File: src/inc/lpma_pkg.sv
package lpma_pkg;

   // Power modes, ordered from shallowest to deepest.
   typedef enum logic [2:0] {
      LPMA_ACTIVE    = 3'h0,
      LPMA_CPU_OFF0  = 3'h1,
      LPMA_CPU_OFF1  = 3'h2,
      LPMA_STANDBY2  = 3'h3,
      LPMA_LF_STBY   = 3'h4,
      LPMA_ALL_OFF   = 3'h5
   } lpma_mode_t;

   // Peripheral clock states.
   typedef enum logic [1:0] {
      LPMA_ST_NONE   = 2'h0,
      LPMA_ST_UNCLK  = 2'h1,
      LPMA_ST_LF     = 2'h2,
      LPMA_ST_HF     = 2'h3
   } lpma_state_t;

   // Clock source selection per clocked peripheral.
   localparam logic [2:0] LPMA_SRC_OFF    = 3'h0;
   localparam logic [2:0] LPMA_SRC_SUBSYS = 3'h1;
   localparam logic [2:0] LPMA_SRC_AUX    = 3'h2;
   localparam logic [2:0] LPMA_SRC_VLO    = 3'h3;
   localparam logic [2:0] LPMA_SRC_MODULE_OSCILLATOR_CLOCK = 3'h4;
   localparam logic [2:0] LPMA_SRC_EXT    = 3'h5;
   localparam logic [2:0] LPMA_SRC_WAIT   = 3'h6;

   // Boundary between low and high frequency, in Hz.
   localparam int unsigned LPMA_LF_LIMIT_HZ = 50000;
   localparam logic [31:0] LPMA_LF_LIMIT    = 32'(LPMA_LF_LIMIT_HZ);

   localparam lpma_mode_t LPMA_MODE_RST = LPMA_ACTIVE;

endpackage

File: src/verilog/lpma_classify.sv
`timescale 1ns/1ps
// Classifies one peripheral from its enable, clock source and external rate.
module lpma_classify
   import lpma_pkg::*;
(
   // Peripheral setup
   input  wire logic        en_i,
   input  wire logic [2:0]  src_i,
   input  wire logic [31:0] ext_hz_i,
   input  wire logic        lf_ext_unclk_i,
   // Result
   output lpma_state_t      state_o
);
   always_comb begin
      state_o = LPMA_ST_NONE;
      if (en_i) begin
         unique case (src_i)
            LPMA_SRC_SUBSYS,
            LPMA_SRC_MODULE_OSCILLATOR_CLOCK: state_o = LPMA_ST_HF;
            LPMA_SRC_AUX,
            LPMA_SRC_VLO:    state_o = LPMA_ST_LF;
            LPMA_SRC_EXT: begin
               if (ext_hz_i > LPMA_LF_LIMIT) begin
                  state_o = LPMA_ST_HF;
               end else if (lf_ext_unclk_i) begin
                  state_o = LPMA_ST_UNCLK;
               end else begin
                  state_o = LPMA_ST_LF;
               end
            end
            LPMA_SRC_WAIT:   state_o = LPMA_ST_UNCLK;
            default:         state_o = LPMA_ST_NONE;
         endcase
      end
   end
endmodule

File: src/verilog/lpma_arbiter.sv
`timescale 1ns/1ps
// Summary of operation
// - Above 50 kHz clock means high-frequency
// - At or below 50 kHz means low-frequency
// - No internal clock means unclocked
// - Unsupported request falls back to supported mode
// - DMA transfers only in active mode; active is held only for a trigger that arrives outside active mode
// - DMA trigger wakes to active temporarily
// - Accelerators busy hold off low power
// - Async receive waiting for start: unclocked
// - I2C target idle or slow: unclocked
// - Timers, I2C controller on subsystem: high
// - Timers, I2C controller on auxiliary: low
// - SPI target above 50 kHz: high
// - Segment display driver is low-frequency
// - Converter: subsystem high, auxiliary low, trigger-wait unclocked
// - Auxiliary-clocked peripherals run in low standby
// - Unclocked modules run with all clocks off
module lpma_arbiter
   import lpma_pkg::*;
#(
   parameter int NPER = 8
)
(
   // Clock and reset
   input  wire logic                  mclk_i,
   input  wire logic                  rst_b_i,
   // CPU request
   input  wire logic [2:0]            cpu_mode_req_i,
   // Generic peripherals: enable, source, external rate, slow-external-unclocked
   input  wire logic [NPER-1:0]       per_en_i,
   input  wire logic [NPER-1:0][2:0]  per_src_i,
   input  wire logic [NPER-1:0][31:0] per_ext_hz_i,
   input  wire logic [NPER-1:0]       per_ext_unclk_i,
   // Serial port in asynchronous receive mode
   input  wire logic                  uart_en_i,
   input  wire logic [2:0]            uart_src_i,
   input  wire logic                  uart_wait_start_i,
   // Serial port in I2C target mode
   input  wire logic                  i2ct_en_i,
   input  wire logic                  i2ct_wait_start_i,
   input  wire logic [31:0]           i2ct_ext_hz_i,
   // Serial port in SPI target mode
   input  wire logic                  spit_en_i,
   input  wire logic [31:0]           spit_ext_hz_i,
   input  wire logic                  spit_slow_unclk_i,
   // Segment display driver
   input  wire logic                  seg_en_i,
   // SAR converter
   input  wire logic                  adc_en_i,
   input  wire logic [2:0]            adc_src_i,
   input  wire logic                  adc_wait_trig_i,
   // Always-unclocked analog modules
   input  wire logic                  analog_en_i,
   // DMA
   input  wire logic                  dma_trig_i,
   input  wire logic                  dma_busy_i,
   // Active-only accelerators
   input  wire logic                  crc_busy_i,
   input  wire logic                  mpy_busy_i,
   input  wire logic                  aes_busy_i,
   // Mode outputs to the clock system
   output lpma_mode_t                 mode_o,
   output logic                       subsys_clk_en_o,
   output logic                       aux_clk_en_o,
   output logic                       cpu_clk_en_o,
   output logic                       dma_active_o,
   output logic                       fallback_o
);
   import lpma_pkg::*;

   localparam int NALL = NPER + 5;

   lpma_state_t st [NALL];
   lpma_mode_t  mode_ff;
   lpma_mode_t  nxt_mode;
   lpma_mode_t  req_mode;
   lpma_mode_t  limit_mode;
   lpma_mode_t  granted;
   logic        any_hf;
   logic        any_lf;
   logic        dma_wake_ff;
   logic        fallback_ff;
   logic        accel_busy;
   logic [2:0]  uart_src_eff;
   logic [2:0]  adc_src_eff;
   logic [2:0]  seg_src;

   // classify each timer, controller or watchdog.
   // sources decide high or low frequency.
   genvar g;
   generate
      for (g = 0; g < NPER; g++) begin : g_per
         lpma_classify u_cls (
            .en_i           (per_en_i[g]),
            .src_i          (per_src_i[g]),
            .ext_hz_i       (per_ext_hz_i[g]),
            .lf_ext_unclk_i (per_ext_unclk_i[g]),
            .state_o        (st[g])
         );
      end
   endgenerate

   assign uart_src_eff = uart_wait_start_i ? LPMA_SRC_WAIT : uart_src_i;
   lpma_classify u_uart (
      .en_i           (uart_en_i),
      .src_i          (uart_src_eff),
      .ext_hz_i       (32'h0),
      .lf_ext_unclk_i (1'b0),
      .state_o        (st[NPER])
   );

   lpma_classify u_i2ct (
      .en_i           (i2ct_en_i),
      .src_i          (i2ct_wait_start_i ? LPMA_SRC_WAIT : LPMA_SRC_EXT),
      .ext_hz_i       (i2ct_ext_hz_i),
      .lf_ext_unclk_i (1'b1),
      .state_o        (st[NPER+1])
   );

   lpma_classify u_spit (
      .en_i           (spit_en_i),
      .src_i          (LPMA_SRC_EXT),
      .ext_hz_i       (spit_ext_hz_i),
      .lf_ext_unclk_i (spit_slow_unclk_i),
      .state_o        (st[NPER+2])
   );

   assign seg_src = LPMA_SRC_AUX;
   lpma_classify u_seg (
      .en_i           (seg_en_i),
      .src_i          (seg_src),
      .ext_hz_i       (32'h0),
      .lf_ext_unclk_i (1'b0),
      .state_o        (st[NPER+3])
   );

   assign adc_src_eff = adc_wait_trig_i ? LPMA_SRC_WAIT : adc_src_i;
   lpma_classify u_adc (
      .en_i           (adc_en_i),
      .src_i          (adc_src_eff),
      .ext_hz_i       (32'h0),
      .lf_ext_unclk_i (1'b0),
      .state_o        (st[NPER+4])
   );

   always_comb begin
      any_hf = 1'b0;
      any_lf = 1'b0;
      for (int i = 0; i < NALL; i++) begin
         if (st[i] == LPMA_ST_HF) begin
            any_hf = 1'b1;
         end
         if (st[i] == LPMA_ST_LF) begin
            any_lf = 1'b1;
         end
      end
   end

   // low keeps auxiliary, unclocked allows all-off.
   // The analog modules and a waiting DMA are unclocked, so they never limit.
   always_comb begin
      if (any_hf) begin
         limit_mode = LPMA_CPU_OFF1;
      end else if (any_lf) begin
         limit_mode = LPMA_LF_STBY;
      end else begin
         limit_mode = LPMA_ALL_OFF;
      end
   end

   always_comb begin
      if (cpu_mode_req_i > 3'(LPMA_ALL_OFF)) begin
         req_mode = LPMA_ALL_OFF;
      end else begin
         req_mode = lpma_mode_t'(cpu_mode_req_i);
      end
   end

   // external rates are trusted as given.
   assign granted = (req_mode > limit_mode) ? limit_mode : req_mode;

   assign accel_busy = crc_busy_i | mpy_busy_i | aes_busy_i;

   always_comb begin
      nxt_mode = granted;
      if (accel_busy && granted > mode_ff) begin
         nxt_mode = mode_ff;
      end
   end

   always_ff @(posedge mclk_i) begin
      if (!rst_b_i) begin
         mode_ff <= LPMA_MODE_RST;
      end else begin
         mode_ff <= nxt_mode;
      end
   end

   always_ff @(posedge mclk_i) begin
      if (!rst_b_i) begin
         fallback_ff <= 1'b0;
      end else begin
         fallback_ff <= (req_mode > limit_mode);
      end
   end

   always_ff @(posedge mclk_i) begin
      if (!rst_b_i) begin
         dma_wake_ff <= 1'b0;
      end else if (dma_trig_i && mode_ff != LPMA_ACTIVE) begin
         dma_wake_ff <= 1'b1;
      end else if (!dma_busy_i && !dma_trig_i) begin
         dma_wake_ff <= 1'b0;
      end
   end

   assign mode_o          = dma_wake_ff ? LPMA_ACTIVE : mode_ff;
   assign dma_active_o    = dma_wake_ff;
   assign cpu_clk_en_o    = (mode_o == LPMA_ACTIVE) & ~dma_wake_ff;
   assign subsys_clk_en_o = (mode_o <= LPMA_CPU_OFF1);
   assign aux_clk_en_o    = (mode_o <= LPMA_LF_STBY);
   assign fallback_o      = fallback_ff;

endmodule

File: config.mk
export PLATFORM = sky130hd
export DESIGN_NAME = lpma_arbiter
export DESIGN_NICKNAME = d
export VERILOG_FILES = /design/src/inc/lpma_pkg.sv /design/src/verilog/lpma_classify.sv /design/src/verilog/lpma_arbiter.sv
export SDC_FILE = /design/constraint.sdc
export NUM_CORES = 1
export LEC_CHECK = 0
export BUFFER_PORTS_ARGS = -buffer_cell sky130_fd_sc_hd__buf_2
export CAP_MARGIN = 10
export CORE_AREA = 2 2 153 155
export CTS_BUF_LIST = sky130_fd_sc_hd__clkbuf_4 sky130_fd_sc_hd__clkbuf_8
export DETAILED_ROUTE_END_ITERATION = 10
export DIE_AREA = 0 0 155 157
export PLACE_DENSITY = 0.34
export SLEW_MARGIN = 20
export SYNTH_ARGS = -nofsm -noshare
export SYNTH_HDL_FRONTEND = slang
export SYNTH_SLANG_ARGS = --single-unit
File: constraint.sdc
create_clock -name mclk_i -period 4.8 [get_ports mclk_i]
set_input_delay 0.72 -clock mclk_i [delete_from_list [all_inputs] [get_ports mclk_i]]
set_output_delay 0.72 -clock mclk_i [all_outputs]
set_load 0.005 [all_outputs]
==> flow_metrics.tcl <==
set metrics [dict create \
    status "finished clean" \
    setup_violations 0 \
    clock_skew_ns 0.00351 \
    worst_hold_slack_ns 0.583 \
    die_w_um 155 \
    fraction_of_final_layout_cells_sized_beyond_drive_strength_1_pct 61.6 \
    crit-reg2reg-capture "mode_ff[0]$_SDFFE_PN0N_" \
    ys_types 45 \
    layout_worst_path_cycle_share_pct 93.8 \
    netlist_top_cells_area "sky130_fd_sc_hd__nor4_1, sky130_fd_sc_hd__nand2_1, sky130_fd_sc_hd__a21oi_1, sky130_fd_sc_hd__dfxtp_1, sky130_fd_sc_hd__nand3b_1" \
    die_y_um 157 \
    clock_sinks 5 \
    power-per-cell-area_nw_per_um2 102 \
    pin_count 394 \
    groute.usage.overall_pct 11.6 \
    relative_area_change_from_synthesis_to_final_layout_pct 137 \
    hold_buffers 0 \
    min_delay_path_depth 2 \
    fillCellCount 2606 \
    hold-path-endpoint "dma_active_o$_SDFFE_PN0P_" \
    holdCritStartpoint "dma_active_o$_SDFFE_PN0P_" \
    postSynthNetCount 673 \
    drtPass1Iterations 4 \
    worst_pin_slew_ns 0.525 \
    required_ns 4.91 \
    place_congestion 0.781 \
    final_max_slew_viols 0 \
    synth_top_cell_area_share_pct 18.5 \
    path_max_fanout 7 \
    worst-setup-path-type "input pin to flip-flop" \
    hold_path_class "flip-flop to flip-flop" \
    final_cell_area_sq_um 4320 \
    worst_setup_path_end_kind "flip-flop" \
    synth_top_flop_cell "sky130_fd_sc_hd__dfxtp_1" \
    arrival_ns 4.62 \
    antenna_violations_before_repair 8 \
    ys_async_rst_share_pct 0 \
    power_leakage_nw 2.16 \
    h-tree-depth 1 \
    max_rail_drop_vdd_mv 0.0619 \
    globalRouteOverflowTotal 0 \
    postSynthRegisterBits 5 \
    drt_wl_total_mm 15.7 \
    postPlaceCellArea_sq_um 4250 \
    area_of_the_die_sq_um 24300 \
    cts_buffers 3 \
    drt_drc_violations_left 0 \
    rsz0062_at_grt "no" \
    syn_area_sq_um 1820 \
    critPathLaunchType "input pin" \
    cts_tree "yes" \
    grt_pass1_wl_mm 21.1 \
    register_area_share_after_synthesis_pct 5.49 \
    grt_start_max_net_pins 8 \
    synth_area_per_cell_sq_um 6.52 \
    placementRows 55 \
    period_minus_slack_ns 4.50 \
    regToRegStartpoint "mode_ff[1]$_SDFFE_PN0N_" \
    synth_top_cell_by_area "sky130_fd_sc_hd__nor4_1" \
    post_drt_via_cell_ratio 3.95 \
    dr_total_vias 3861 \
    start_util_pct 8.11 \
    dp_hpwl_mm 15.1 \
    fp.coreArea_sq_um 22500 \
    timing.fmax_ghz 0.222 \
    slew_headroom_pct 64.9 \
    worstSkewPairLatency_ns 0.22 \
    synthesis.instances 280 \
    ctsRootBufferMaster "sky130_fd_sc_hd__clkbuf_8" \
    layout.nets 1084 \
    antenna_left 0 \
    final_hold_viol_count 0 \
    r2r_slack_ns 3.10 \
    avgRoutedWirePerCell_um 16.1 \
    drt_iter0_markers 68 \
    clockBufferDepth 2 \
    numPortBuffers 392 \
    cap_viol_max_count 0 \
    synth-edff-count 0 \
    r2r_cells 8 \
    yosys_warnings 0 \
    clk_transition_reported_paths_ns 0.04 \
    first_global_vias 3829 \
]
==> repair_timing <==
action | in CTS | in global routing
setup buffers | 0 | 0
endpoints found under the hold margin | 0 | 0
gates resized for setup | 0 | 2
setup endpoints to repair | 0 | 1
==> Yosys cell counts, drive strengths merged, types with 6 or more instances <==
| library cell | instances |
|---|---|
| nor2b | 6 |
| inv | 12 |
| nand2 | 35 |
| nand3b | 13 |
| ha | 7 |
| a21oi | 21 |
| nor2 | 20 |
| nand2b | 6 |
| o21ai | 13 |
| nor3b | 7 |
| nand3 | 6 |
| a211oi | 9 |
| nand4 | 9 |
| nor4 | 59 |
==> per-layer routing <==
layer / wire, um / GRT usage [%] / part of all wire, % / vias to the layer above
met3: 1170 / 2.29 / 7.5 / 10
met5: 27 / 0 / 0.17 / -
met4: 99 / 1.15 / 0.63 / 4
met1: 6050 / 13.1 / 38 / 1660
met2: 8400 / 23.0 / 53 / 224
li1: - / - / - / 1963
==> cell families (layout without fill, tap and decap cells) <==
kind of cell             Yosys count  in the layout  synth area share [%]
XOR/XNOR                           4              4                  1.92
buffers and inverters             13            423                  2.67
flip-flops                         5              5                  5.49
AO/OA/AOI/OAI                     67             67                  24.5
AND/OR/NAND/NOR                  184            184                  60.6
other                              0              3                     0
adder cells (fa/ha/maj)            7              7                  4.80
==> worst max-delay path, stage by stage <==
cell	delay (ns)
sky130_fd_sc_hd__buf_2	0.11
sky130_fd_sc_hd__nor4_1	0.34
sky130_fd_sc_hd__nand4_1	0.18
sky130_fd_sc_hd__a211oi_2	0.32
sky130_fd_sc_hd__o22ai_1	0.13
sky130_fd_sc_hd__or4_4	0.59
sky130_fd_sc_hd__or2_2	0.34
sky130_fd_sc_hd__inv_1	0.09
sky130_fd_sc_hd__ha_1	0.24
sky130_fd_sc_hd__a21oi_1	0.15
sky130_fd_sc_hd__nor2_1	0.05
sky130_fd_sc_hd__o22a_1	0.22
sky130_fd_sc_hd__nor2_1	0.09
sky130_fd_sc_hd__a21oi_1	0.05
sky130_fd_sc_hd__ha_1	0.28
sky130_fd_sc_hd__a31oi_1	0.15
sky130_fd_sc_hd__o21ai_0	0.09
sky130_fd_sc_hd__buf_4	0.16
sky130_fd_sc_hd__and3_1	0.17
sky130_fd_sc_hd__a21o_1	0.17
==> registers in the layout (all words and copies together), names as in the netlist <==
signal / flops
mode_ff: 3
fallback_o: 1
dma_active_o: 1
==> area by class of cell <==
type | count | area, sq um | area share (%)
Timing Repair Buffer | 407 | 2070 | 48.0
Antenna cell | 3 | 7.51 | 0.174
Inverter | 12 | 45.0 | 1.04
Tap cell | 285 | 357 | 8.25
Multi-Input combinational cell | 262 | 1690 | 39.1
Clock buffer | 4 | 48.8 | 1.13
Sequential cell | 5 | 100 | 2.32
==> where the power goes <==
part           internal, W  switching [W]  total [W]
Combinational     0.000177       0.000128   0.000305
Sequential       0.0000478     0.00000684  0.0000546
Clock            0.0000626      0.0000204  0.0000830
==> worst max-delay path by stage <==
stage	startpoint	end	slack, ns	cells after the start
global route	per_ext_hz_i[50]	mode_ff[0]$_SDFFE_PN0N_	0.01	22
floorplan	per_ext_hz_i[123]	mode_ff[0]$_SDFFE_PN0N_	0.57	18
detailed placement	spit_ext_hz_i[18]	mode_ff[0]$_SDFFE_PN0N_	0.03	21
global placement	spit_ext_hz_i[18]	mode_ff[0]$_SDFFE_PN0N_	-0.01	20
CTS	spit_ext_hz_i[18]	mode_ff[0]$_SDFFE_PN0N_	0.26	20
finish	per_ext_hz_i[126]	mode_ff[0]$_SDFFE_PN0N_	0.30	20
==> through the flow <==
stage | worst slack [ns] | instances | TNS (ns) | util (%) | power (W)
5_1_grt | 0.0110 | 976 | 0 | 19.2 | 0.000484
3_3_place_gp | -0.00964 | 971 | -0.00964 | 18.9 | 0.000362
3_5_place_dp | 0.0281 | 971 | 0 | 18.9 | 0.000365
6_report | 0.297 | 978 | 0 | 19.2 | 0.000442
4_1_cts | 0.259 | 975 | 0 | 19.1 | 0.000451
2_1_floorplan | 0.573 | 280 | 0 | - | 0.000142
==> cell usage in the layout (no fill, tap or decap), drive strengths merged, types with 3 or more instances in the layout <==
| cell | netlist | final |
|---|---|---|
| nor4 | 59 | 59 |
| nor3b | 7 | 7 |
| a211oi | 9 | 9 |
| o211ai | 5 | 5 |
| or4 | 3 | 3 |
| nor3 | 5 | 5 |
| clkbuf | 1 | 4 |
| a21oi | 21 | 21 |
| nand2 | 35 | 35 |
| nor4b | 3 | 3 |
| nor2b | 6 | 6 |
| buf | 0 | 407 |
| o22ai | 3 | 3 |
| xnor2 | 3 | 3 |
| nand2b | 6 | 6 |
| o21ai | 13 | 13 |
| dfxtp | 5 | 5 |
| nand3 | 6 | 6 |
| inv | 12 | 12 |
| diode | 0 | 3 |
| nand3b | 13 | 13 |
| o2111ai | 3 | 3 |
| nor4bb | 5 | 5 |
| nor2 | 20 | 20 |
| ha | 7 | 7 |
| nand4 | 9 | 9 |
No activity file was read; power rests on OpenSTA's default activity.
